$ cat src/logic/host_port_pkg.sv
// Package for the host port ready handshake block.
// Assumes a single 25 MHz clock and synchronous host pins.
package host_port_pkg;

  // ----------------------------------------
  // Access type encodings
  // ----------------------------------------
  localparam logic [1:0] SEL_CONTROL = 2'h0;
  localparam logic [1:0] SEL_DATA_INC = 2'h1;
  localparam logic [1:0] SEL_ADDRESS = 2'h2;
  localparam logic [1:0] SEL_DATA_FIXED = 2'h3;

  // ----------------------------------------
  // Sizes and reset values
  // ----------------------------------------
  localparam int FIFO_WORDS = 8;
  localparam logic [31:0] ADDR_RESET = 32'h00000000;
  localparam logic [31:0] CTRL_RESET = 32'h00000000;
  localparam logic [3:0] FETCH_LATENCY = 4'h3;

  // Pins of the host side, before the strobes are combined with chip select
  typedef struct packed {
    logic host_chip_select_n;
    logic data_strobe_one;
    logic data_strobe_two;
    logic read_write_select;
    logic halfword_select;
    logic access_type_select_a;
    logic access_type_select_b;
  } host_ctrl_s;

  typedef enum logic [3:0] {
    ST_IDLE = 4'b0001,
    ST_STALL = 4'b0010,
    ST_DONE = 4'b0100,
    ST_FETCH = 4'b1000
  } port_state_e;

endpackage

$ cat src/logic/host_port_ready_handshake.sv
// Ready/wait handshake of a 16-bit multiplexed host port with 8-word read and write FIFOs.
// Assumes host pins are synchronous to clock_i; the system bus side is a simple word port.
`timescale 1ns/10ps
`default_nettype none

// Behaviour
// - Combined strobe is NOT(strobe one XOR strobe two) OR chip select.
// - Chip select high forces ready low.
// - Back-to-back address writes may stall ready.
// - Address write after read-ahead command stalls until read_ahead_command resolves.
// - Data write with write FIFO full or flushing stalls second half until space.
// - Address write with write FIFO not empty stalls until drained.
// - All other writes keep ready low.
// - Incrementing data read without FIFO data stalls first half only.
// - Non-incrementing data read stalls first half while fetching.
// - Incrementing data read with FIFO data never stalls.
// - Non-incrementing second half read never stalls.
// - Control and address reads never stall.
// - Resident read data is driven promptly after strobe.
// - Separate eight-word read and write FIFOs toward the system bus.
// - Address optionally increments after each data access.
module host_port_ready_handshake
  import host_port_pkg::*;
#(
  parameter int DEPTH = FIFO_WORDS
)
(
  input wire logic clock_i, // 25 MHz clock
  input wire logic rst_i, // Async reset, active high
  input wire host_ctrl_s host_ctrl_i, // Host select and strobe pins
  input wire logic [15:0] host_data_bus_i, // Host data in
  output logic [15:0] host_data_bus_o, // Host data out
  output logic host_data_bus_oe_o, // Host data drive enable
  output logic host_ready_n_o, // Ready, low is ready
  input wire logic read_ahead_command_i, // Read_ahead_command request
  input wire logic write_flush_i, // Write FIFO flush in progress
  output logic sys_wr_valid_o, // Write word to system bus
  output logic [31:0] sys_wr_addr_o, // Write address
  output logic [31:0] sys_wr_data_o, // Write data
  input wire logic sys_wr_ready_i, // System bus takes write
  output logic sys_rd_req_o, // Read request to system bus
  output logic [31:0] sys_rd_addr_o, // Read address
  input wire logic sys_rd_valid_i, // Read data returned
  input wire logic [31:0] sys_rd_data_i, // Read data
  output logic [31:0] control_word_o // Host control register
);

  localparam int AW = $clog2(DEPTH);

  // ----------------------------------------
  // Strobe decode
  // ----------------------------------------
  logic strobe_n;
  logic strobe_act;
  logic [1:0] sel;
  logic is_read;
  logic second_half;
  // Combined strobe, active low
  assign strobe_n = ~(host_ctrl_i.data_strobe_one ^ host_ctrl_i.data_strobe_two)
    | host_ctrl_i.host_chip_select_n;
  assign strobe_act = ~strobe_n;
  assign sel = {host_ctrl_i.access_type_select_b, host_ctrl_i.access_type_select_a};
  assign is_read = host_ctrl_i.read_write_select;
  assign second_half = host_ctrl_i.halfword_select;

  // ----------------------------------------
  // State
  // ----------------------------------------
  port_state_e state_reg, state_next;
  logic strobe_prev_reg, strobe_prev_next;
  logic [31:0] addr_reg, addr_next;
  logic [31:0] ctrl_reg, ctrl_next;
  logic [15:0] low_half_reg, low_half_next;
  logic [31:0] hold_reg, hold_next;
  logic last_addr_wr_reg, last_addr_wr_next;
  logic read_ahead_command_reg, read_ahead_command_next;
  logic [15:0] dout_reg, dout_next;
  logic oe_reg, oe_next;
  logic rdreq_reg, rdreq_next;
  logic [31:0] rdaddr_reg, rdaddr_next;
  logic fetch_fixed_reg, fetch_fixed_next;
  logic held_reg, held_next;
  // Write FIFO
  logic [31:0] wmem [DEPTH];
  logic [31:0] waddr_mem [DEPTH];
  logic [AW:0] wcnt_reg, wcnt_next;
  logic [AW-1:0] wwp_reg, wwp_next, wrp_reg, wrp_next;
  // Read FIFO
  logic [31:0] rmem [DEPTH];
  logic [AW:0] rcnt_reg, rcnt_next;
  logic [AW-1:0] rwp_reg, rwp_next, rrp_reg, rrp_next;

  logic strobe_rise;
  logic wfull;
  logic push_w, pop_w, push_r, pop_r;
  logic stall;
  logic fetch_done;

  assign strobe_rise = strobe_act & ~strobe_prev_reg;
  assign wfull = (wcnt_reg == (AW+1)'(DEPTH));
  assign pop_w = sys_wr_valid_o & sys_wr_ready_i;
  assign fetch_done = rdreq_reg & sys_rd_valid_i;

  // Stall conditions sampled while the strobe is active
  always_comb
  begin
    stall = 1'b0;
    if (!is_read) begin
      if (sel == SEL_ADDRESS)
        stall = last_addr_wr_reg | read_ahead_command_reg | (wcnt_reg != '0);
      else if (sel == SEL_DATA_INC || sel == SEL_DATA_FIXED)
        stall = (wfull | write_flush_i) & second_half;
      else
        stall = 1'b0;
    end else begin
      if (sel == SEL_DATA_INC)
        stall = !second_half && rcnt_reg == '0;
      else if (sel == SEL_DATA_FIXED)
        stall = !second_half;
      else
        stall = 1'b0;
    end
  end

  // Next-state logic: one pass per half-word strobe
  always_comb
  begin
    state_next = state_reg;
    strobe_prev_next = strobe_act;
    addr_next = addr_reg;
    ctrl_next = ctrl_reg;
    low_half_next = low_half_reg;
    hold_next = hold_reg;
    last_addr_wr_next = last_addr_wr_reg;
    read_ahead_command_next = read_ahead_command_reg;
    dout_next = dout_reg;
    oe_next = strobe_act & is_read;
    rdreq_next = rdreq_reg;
    rdaddr_next = rdaddr_reg;
    fetch_fixed_next = fetch_fixed_reg;
    held_next = strobe_act & stall & (state_reg == ST_IDLE || state_reg == ST_STALL); // Keeps ready high until commit
    push_w = 1'b0;
    push_r = 1'b0;
    pop_r = 1'b0;
    if (fetch_done) begin
      rdreq_next = 1'b0;
      if (fetch_fixed_reg)
        hold_next = sys_rd_data_i;
      else
        push_r = 1'b1;
    end
    // Read-ahead fetches one word once the read FIFO is empty
    if (read_ahead_command_i && !rdreq_reg)
      read_ahead_command_next = 1'b1;
    if (read_ahead_command_reg && !rdreq_reg && rcnt_reg == '0 && !fetch_done) begin
      rdreq_next = 1'b1;
      rdaddr_next = addr_reg;
      fetch_fixed_next = 1'b0;
    end
    if (read_ahead_command_reg && fetch_done && !fetch_fixed_reg)
      read_ahead_command_next = 1'b0;
    // Words already waiting settle the read-ahead, so address writes are not held forever
    if (read_ahead_command_reg && !rdreq_reg && rcnt_reg != '0)
      read_ahead_command_next = 1'b0;
    // One held cycle lets the last address update settle, then the hold is dropped
    if (state_reg == ST_STALL && last_addr_wr_reg)
      last_addr_wr_next = 1'b0;
    case (state_reg)
      ST_IDLE:
      begin
        if (strobe_rise)
          state_next = ST_STALL;
      end
      ST_STALL:
      begin
        if (!strobe_act)
          state_next = ST_IDLE;
        else if (!stall) begin
          state_next = ST_DONE;
          // Access takes effect as ready goes low
          if (!is_read) begin
            if (!second_half)
              low_half_next = host_data_bus_i;
            else if (sel == SEL_CONTROL)
              ctrl_next = {host_data_bus_i, low_half_reg};
            else if (sel == SEL_ADDRESS) begin
              addr_next = {host_data_bus_i, low_half_reg};
              last_addr_wr_next = 1'b1;
            end else begin
              push_w = 1'b1;
              if (sel == SEL_DATA_INC)
                addr_next = addr_reg + 32'h00000004;
            end
            if (sel != SEL_ADDRESS && second_half)
              last_addr_wr_next = 1'b0;
          end else begin
            last_addr_wr_next = 1'b0;
            if (sel == SEL_CONTROL)
              dout_next = second_half ? ctrl_reg[31:16] : ctrl_reg[15:0];
            else if (sel == SEL_ADDRESS)
              dout_next = second_half ? addr_reg[31:16] : addr_reg[15:0];
            else if (sel == SEL_DATA_INC && !second_half) begin
              hold_next = rmem[rrp_reg];
              dout_next = rmem[rrp_reg][15:0];
              pop_r = 1'b1;
              addr_next = addr_reg + 32'h00000004;
            end else
              dout_next = hold_reg[31:16];
          end
        end else if (is_read && sel == SEL_DATA_FIXED && !rdreq_reg) begin
          state_next = ST_FETCH;
          rdreq_next = 1'b1;
          rdaddr_next = addr_reg;
          fetch_fixed_next = 1'b1;
        end else if (is_read && sel == SEL_DATA_INC && !rdreq_reg) begin
          rdreq_next = 1'b1; // Fetch on demand
          rdaddr_next = addr_reg;
          fetch_fixed_next = 1'b0;
        end
      end
      ST_FETCH:
      begin
        if (fetch_done) begin
          state_next = ST_DONE;
          dout_next = sys_rd_data_i[15:0];
        end
      end
      ST_DONE:
      begin
        if (!strobe_act)
          state_next = ST_IDLE;
      end
      default:
        state_next = ST_IDLE;
    endcase
  end

  // Ready: released by chip select high or when access completes
  always_comb
  begin
    if (host_ctrl_i.host_chip_select_n)
      host_ready_n_o = 1'b0;
    else if (state_reg == ST_STALL)
      host_ready_n_o = stall | held_reg;
    else if (state_reg == ST_FETCH)
      host_ready_n_o = 1'b1;
    else
      host_ready_n_o = strobe_rise & stall;
  end

  // FIFO pointer arithmetic
  always_comb
  begin
    wwp_next = push_w ? AW'(wwp_reg + 1'b1) : wwp_reg;
    wrp_next = pop_w ? AW'(wrp_reg + 1'b1) : wrp_reg;
    wcnt_next = (AW+1)'(wcnt_reg + {{AW{1'b0}}, push_w} - {{AW{1'b0}}, pop_w});
    rwp_next = push_r ? AW'(rwp_reg + 1'b1) : rwp_reg;
    rrp_next = pop_r ? AW'(rrp_reg + 1'b1) : rrp_reg;
    rcnt_next = (AW+1)'(rcnt_reg + {{AW{1'b0}}, push_r} - {{AW{1'b0}}, pop_r});
  end

  // FIFO storage, eight words each way
  always_ff @(posedge clock_i)
  begin
    if (push_w) begin
      wmem[wwp_reg] <= {host_data_bus_i, low_half_reg};
      waddr_mem[wwp_reg] <= addr_reg;
    end
    if (push_r)
      rmem[rwp_reg] <= sys_rd_data_i;
  end

  // Registered state
  always_ff @(posedge clock_i or posedge rst_i)
  begin
    if (rst_i) begin
      state_reg <= ST_IDLE;
      strobe_prev_reg <= 1'b0;
      addr_reg <= ADDR_RESET;
      ctrl_reg <= CTRL_RESET;
      low_half_reg <= 16'h0000;
      hold_reg <= 32'h00000000;
      last_addr_wr_reg <= 1'b0;
      read_ahead_command_reg <= 1'b0;
      dout_reg <= 16'h0000;
      oe_reg <= 1'b0;
      rdreq_reg <= 1'b0;
      rdaddr_reg <= 32'h00000000;
      fetch_fixed_reg <= 1'b0;
      held_reg <= 1'b0;
      wcnt_reg <= '0;
      wwp_reg <= '0;
      wrp_reg <= '0;
      rcnt_reg <= '0;
      rwp_reg <= '0;
      rrp_reg <= '0;
    end else begin
      state_reg <= state_next;
      strobe_prev_reg <= strobe_prev_next;
      addr_reg <= addr_next;
      ctrl_reg <= ctrl_next;
      low_half_reg <= low_half_next;
      hold_reg <= hold_next;
      last_addr_wr_reg <= last_addr_wr_next;
      read_ahead_command_reg <= read_ahead_command_next;
      dout_reg <= dout_next;
      oe_reg <= oe_next;
      rdreq_reg <= rdreq_next;
      rdaddr_reg <= rdaddr_next;
      fetch_fixed_reg <= fetch_fixed_next;
      held_reg <= held_next;
      wcnt_reg <= wcnt_next;
      wwp_reg <= wwp_next;
      wrp_reg <= wrp_next;
      rcnt_reg <= rcnt_next;
      rwp_reg <= rwp_next;
      rrp_reg <= rrp_next;
    end
  end

  // Outputs
  assign host_data_bus_o = dout_reg;
  assign host_data_bus_oe_o = oe_reg;
  assign sys_wr_valid_o = (wcnt_reg != '0);
  assign sys_wr_addr_o = waddr_mem[wrp_reg];
  assign sys_wr_data_o = wmem[wrp_reg];
  assign sys_rd_req_o = rdreq_reg;
  assign sys_rd_addr_o = rdaddr_reg;
  assign control_word_o = ctrl_reg;

endmodule

`default_nettype wire

$ cat config.mk
export PLATFORM = sky130hd
export DESIGN_NAME = host_port_ready_handshake
export DESIGN_NICKNAME = d
export VERILOG_FILES = /design/src/logic/host_port_pkg.sv /design/src/logic/host_port_ready_handshake.sv
export SDC_FILE = /design/constraint.sdc
export NUM_CORES = 1
export LEC_CHECK = 0
export BUFFER_PORTS_ARGS = -buffer_cell sky130_fd_sc_hd__buf_2
export CORE_ASPECT_RATIO = 1.2
export CORE_UTILIZATION = 54
export CTS_CLUSTER_SIZE = 10
export DETAILED_ROUTE_END_ITERATION = 12
export PLACE_DENSITY = 0.78
export SETUP_SLACK_MARGIN = 0.05
export SYNTH_ARGS = -nofsm -noshare
export SYNTH_HDL_FRONTEND = slang
export SYNTH_SLANG_ARGS = --single-unit
$ cat constraint.sdc
create_clock -name clock_i -period 14.06 [get_ports clock_i]
set_input_delay 2.812 -clock clock_i [delete_from_list [all_inputs] [get_ports clock_i]]
set_output_delay 2.812 -clock clock_i [all_outputs]
set_load 0.01 [all_outputs]
==> results of run 1 <==
-- through the flow --
| step | cells | setup WS, ps |
|---|---|---|
| global placement | 2960 | 5950 |
| CTS | 3157 | 5830 |
| global route | 3159 | 5580 |
| finish | 3159 | 5750 |
| floorplan | 1914 | 3310 |
| detailed placement | 2960 | 5860 |
-- final cells by class --
class / count / area [µm²] / area share
multi-input combinational: 834 / 9740 / 0.227
tap: 909 / 1140 / 0.0265
clock inverter: 8 / 131 / 0.00307
timing repair buffer: 244 / 1310 / 0.0306
clock buffer: 189 / 2950 / 0.0689
inverter: 30 / 120 / 0.00280
antenna: 2 / 5.00 / 0.000117
sequential: 943 / 27500 / 0.641
-- kinds of logic (layout without fill, tap and decap cells) --
family | Yosys count | count (layout) | synth area share
compound gates | 200 | 200 | 0.0333
xor+xnor | 15 | 15 | 0.00349
fa+ha+maj | 18 | 18 | 0.00638
buf+inv | 137 | 471 | 0.0154
flops | 943 | 943 | 0.729
mux | 424 | 424 | 0.186
other cells | 0 | 2 | 0
simple gates | 177 | 177 | 0.0262
-- placed cells by master, fill, tap and decap left out, drive strengths merged, types with 4 or more instances in the layout --
cell,synthesis,layout
a21oi,34,34
clkinv,1,7
mux2i,67,67
or4,7,7
nand3,22,22
nand2,57,57
a221oi,14,14
and2,4,4
nor3b,4,4
o22ai,12,12
ha,16,16
nand4,8,8
o21ai,70,70
buf,45,244
inv,29,31
nor2,24,24
o32ai,7,7
nor3,14,14
o31ai,14,14
edfxtp,768,768
mux4,206,206
and3,4,4
or3,7,7
nand2b,7,7
a31oi,32,32
xnor2,12,12
dfrtp,174,174
and4,4,4
mux2,151,151
clkbuf,62,189
-- power by group through the flow --
stage | Clock [mW] | Sequential [mW] | Combinational [mW]
floorplan | 0 | 3.27 | 0.988
global placement | 0 | 3.39 | 1.32
detailed placement | 0 | 3.40 | 1.34
CTS | 2.51 | 3.35 | 1.35
global route | 2.62 | 3.37 | 1.42
finish | 2.47 | 3.35 | 1.32
-- metal layers --
metal,track usage,part of all wire,up-vias
li1,-,-,8313
met1,0.333,0.38,10300
met2,0.422,0.50,886
met3,0.0619,0.084,155
met4,0.0973,0.032,14
met5,0,0.00079,-
-- worst max-delay path by stage --
stage,start,to,cells after the start
2_1_floorplan,host_ctrl_i[3],waddr_mem[0][0]$_DFFE_PP_,7
6_report,host_ctrl_i[0],host_ready_n_o,7
5_1_grt,host_ctrl_i[0],host_ready_n_o,7
3_5_place_dp,host_ctrl_i[0],host_ready_n_o,7
4_1_cts,host_ctrl_i[0],host_ready_n_o,7
3_3_place_gp,host_ctrl_i[0],host_ready_n_o,7
-- worst register-to-register path, delay by kind of cell, from the launching register on --
kind                     cells  cell delay (ps)
flip-flops                   1              360
adder cells (fa/ha/maj)      1              140
AND/OR/NAND/NOR              4             2060
buffers and inverters        2              840
AO/OA/AOI/OAI                1              430
==> qor.yml, run 1 <==
synth_top_area_cell: "edfxtp_1"
cts_buffers: 105
p_sw_mw: 1.89
rsz0062_at_grt: "false"
yosysWarnings: 0
grt_pass1_wl_mm: 133
dpl-instance-area_mm2: 0.0398
leakagePower_nw: 15.3
drtPass1Iterations: 6
min_to: "host_data_bus_o[9]$_DFFE_PP0P_"
ys_dominant_reg_cell: "edfxtp_1"
synth-seq-cells: 943
async_flop_share: 0.186
die_h_um: 291
clkSinkCount: 943
timing.slew.headroom: 0.204
ant_nets: 0
timing.rr.end: "waddr_mem[3][1]$_DFFE_PP_"
start_util: 0.548
post-route-drc-count: 0
dp_hpwl_mm: 53.3
synth.net_count: 1993
switching_share: 0.265
p_int_mw: 5.25
peakVddDrop_uv: 120
power_density_mw_per_mm2: 167
fin_skew_ps: 55.9
cts_buffer_depth: 3
port_buffers: 208
rrSetupSlack_ps: 9740
dr_total_vias: 19700
ctsHtreeMaxLevel: 3
synth.most_common_cell: "edfxtp_1"
whs_ps: 474
synth_edf_count: 768
period_needed_ps: 8310
wirelength_mm: 89.0
cts_resized: 0
cp.buffers_inverters: 2
clkTransAtPathRegs_ps: 50
crit_path_frequent_cell: "buf_2"
num_rows: 105
cts_setup_buffers: 0
fin_area_mm2: 0.0429
slew_viol_final: 0
synth_area_mm2: 0.0376
synth_top_area_share: 0.613
wl_per_cell_um: 28.2
hp-start: "host_data_bus_o[9]$_DFFE_PP0P_"
ys_top_cells_by_area: "edfxtp_1 (61%), mux4_2 (12%), dfrtp_1 (12%)"
combPwrFrac: 0.185
critPathKind: "input pin to output pin"
first_iter_violations: 1763
viasPerCell: 6.22
gp_congestion: 0.880
fin_crit_sh: 0.591
max_freq_ghz: 0.120
crit_fanout: 30
reg.largest.list: "rmem x256, waddr_mem x256, wmem x256"
status: "finished, final reports clean"
total_power_mw: 7.14
hold_viol_final: 0
final_nets: 2237
fin_setup_tns_ps: 0
synthDistinctLibCells: 68
reg2regPathDepth: 8
arrival_ps: 5490
power_frac_clock: 0.346
r2r-start: "wcnt_reg[2]$_DFF_PP0_"
holdPathStages: 2
crit_family: "simple AND/OR/NAND/NOR gates"
seqPwrFrac: 0.469
crit_chain: "buf_2 -> nor3b_2 -> o31ai_2 -> nand3_1 -> nand2_1 -> a311oi_1 -> buf_2"
ctsHoldBuffers: 0
io-pin-count: 209
slowest_stage: "nor3b_2"
die_w_um: 243
cts_tree: "done"
layout-drive-gt1-share: 0.326
grt_max_degree: 105
synth_area_per_cell_um2: 19.7
dieArea_mm2: 0.0708
finalSetupViolations: 0
drv_cap: 0
gr-usage-all-layers: 0.257
startpoint_type: "input pin"
end_kind: "output pin"
hold_path.class: "flip-flop to flip-flop"
netlist_instances: 1914
core_area_mm2: 0.0687
grt_pass1_vias: 20400
fillers: 4670
grt-ovfl-total: 0
tightest_slew_ps: 1190
yosysSeqAreaShare: 0.729
clk_latency_ps: 680
antenna_found_initial: 10
synthTopCellsByCount: "edfxtp_1 (768), mux4_2 (206), dfrtp_1 (174)"
final_util: 0.624
cp.required_ps: 11250
areaGrowthSynthToFinish_pct: 13.8
cp_slowest_stage_delay_ps: 810
cts-root-buf: "clkbuf_16"
Note: power is estimated with default switching activity, not from simulation.
==> inputs of run 2 (changes only) <==
Clock period 14.06 ns to 8.6 ns, I/O delays scaled along.
==> run 2 against run 1 <==
Compared with the run above:
- combinational power rose by 71%
- critical path depth did not move
- worst hold slack gained 5.6 ps
- via count grew 0.77%
- highest routed layer unchanged
- non-clock buffer count down 3
- register-to-register slack got worse by 5400 ps
- largest power group unchanged
- global-route usage is 0.48 points higher
- largest cell class unchanged
- utilization is essentially flat
- critical endpoint unchanged
==> qor.yml, run 2 (synthesized netlist as in run 1, its figures left out) <==
slew_viol_final: 0  # unchanged
cts-root-buf: "clkbuf_16"
die_h_um: 291  # unchanged
dr_total_vias: 19800  # +0.77%
num_rows: 105  # unchanged
ctsHtreeMaxLevel: 3  # unchanged
end_kind: "output pin"
cp.required_ps: 6880  # -4370 ps
status: "finished, final reports clean"
die_w_um: 243  # unchanged
ctsHoldBuffers: 0  # unchanged
whs_ps: 480  # +5.61 ps
finalSetupViolations: 0  # unchanged
fillers: 4674  # +0.086%
crit_fanout: 30  # unchanged
peakVddDrop_uv: 263  # +120%
power_frac_clock: 0.346  # about the same
switching_share: 0.266  # +0.00150
period_needed_ps: 6190
core_area_mm2: 0.0687  # unchanged
ant_nets: 0  # unchanged
grt-ovfl-total: 0  # unchanged
p_int_mw: 8.59  # +64%
cts_buffers: 105  # unchanged
grt_max_degree: 117  # +11%
first_iter_violations: 1685  # -4.4%
reg.largest.list: "rmem x256, waddr_mem x256, wmem x256"
final_nets: 2234  # -0.13%
critPathKind: "input pin to output pin"
mostFrequentLayoutCells: "edfxtp_1 (768), buf_2 (208), mux4_2 (206), dfrtp_1 (168), mux2_2 (123)"
power_density_mw_per_mm2: 273  # +64%
instances_no_fill: 3158  # -0.032%
final.setup.worst_slack_ps: 2410  # -3340 ps
cts_buffer_depth: 3  # unchanged
layout-drive-gt1-share: 0.325  # about the same
timing.slew.headroom: 0.192  # -0.0114
viasPerCell: 6.27  # +0.80%
cts_tree: "done"
io-pin-count: 209  # unchanged
start_util: 0.548  # unchanged
dieArea_mm2: 0.0708  # unchanged
max_freq_ghz: 0.162
wl_per_cell_um: 29.0  # +2.9%
grt_pass1_vias: 20600  # +1.2%
areaGrowthSynthToFinish_pct: 13.9  # about the same
drtPass1Iterations: 8  # +2
seqPwrFrac: 0.461  # -0.008
clk_latency_ps: 670  # about the same
fin_skew_ps: 35.5  # -20.4 ps
hold_path.class: "flip-flop to flip-flop"
hold_viol_final: 0  # unchanged
startpoint_type: "input pin"
grt_pass1_wl_mm: 135  # +1.7%
p_sw_mw: 3.12  # +65%
port_buffers: 208  # unchanged
gr-usage-all-layers: 0.262  # +0.00483
tightest_slew_ps: 1210  # +17.1 ps
place_inst: 2957  # -0.10%
clkSinkCount: 943  # unchanged
dp_slack_ps: 2470  # -3390 ps
antenna_found_initial: 9  # -1
post-route-drc-count: 0  # unchanged
fin_setup_tns_ps: 0  # unchanged
clkTransAtPathRegs_ps: 50  # about the same
dp_hpwl_mm: 54.0  # +1.3%
gp_congestion: 0.884  # +0.43%
cts_resized: 0  # unchanged
combPwrFrac: 0.193  # +0.008
wirelength_mm: 91.6  # +2.8%
arrival_ps: 4470  # -1020 ps
layout_commonest_cell: "edfxtp_1"
leakagePower_nw: 15.3  # about the same
drv_cap: 0  # unchanged
rsz0062_at_grt: "false"
final_util: 0.624  # about the same
cts_setup_buffers: 0  # unchanged
fin_crit_sh: 0.719
[run 2: cell types whose count changed in the layout (fill, tap and decap cells not counted)]
cell / delta
nor4_2: -1
buf_4: -5
inv_6: +3
clkbuf_1: -1
diode_2: +1
clkinv_8: -1
nor4_4: +1
buf_12: +2
[run 2: layer usage]
layer / vias up / global-route usage / part of all wire
met5: - / 0 / 0.00084
met4: 12 / 0.0999 / 0.033
met3: 158 / 0.0637 / 0.082
met2: 870 / 0.432 / 0.50
met1: 10400 / 0.337 / 0.38
li1: 8333 / - / -
[run 2: worst max-delay path, stage by stage]
cell	delay [ps]
buf_2	580
nor3b_2	850
o31ai_2	280
nand3_1	400
nand2_1	100
a311oi_1	310
buf_2	210
[run 2: power by group through the flow]
| stage | logic, mW | clock network (mW) | registers [mW] |
|---|---|---|---|
| finish | 2.26 | 4.05 | 5.40 |
| global placement | 2.24 | 0 | 5.48 |
| CTS | 2.30 | 4.10 | 5.40 |
| global route | 2.42 | 4.29 | 5.43 |
| floorplan | 1.62 | 0 | 5.35 |
| detailed placement | 2.28 | 0 | 5.49 |
[run 2: final cells by class]
class	count	area, µm²	share of cell area
diodes	3	7.51	0.000175
clock buffers	188	2950	0.0688
clock inverters	10	141	0.00330
inverters	30	120	0.00280
multi-input cells	834	9750	0.227
flip-flops and latches	943	27500	0.640
well taps	909	1140	0.0265
repair buffers	241	1310	0.0306
[run 2: worst paths after layout]
check,from,to,slack [ps],cells past startpoint
setup / recovery,host_ctrl_i[0],host_ready_n_o,2410,7
hold / removal,host_data_bus_o[11]$_DFFE_PP0P_,host_data_bus_o[11]$_DFFE_PP0P_,480,2
setup reg to reg,wcnt_reg[2]$_DFF_PP0_,wmem[3][13]$_DFFE_PP_,4330,8
hold reg to reg,host_data_bus_o[11]$_DFFE_PP0P_,host_data_bus_o[11]$_DFFE_PP0P_,480,2
max in group asynchronous,rst_i,wrp_reg[1]$_DFFE_PP0P_,5820,3
min in group asynchronous,rst_i,sys_rd_addr_o[22]$_DFF_PP0_,1240,2
[run 2: stage by stage]
step                      total power, mW  instance area (µm²)
final                                11.7                42900
after global routing                 12.1                42900
after CTS                            11.8                42900
after detailed placement             7.77                39800
after global placement               7.71                39800
after floorplan                      6.96                37700
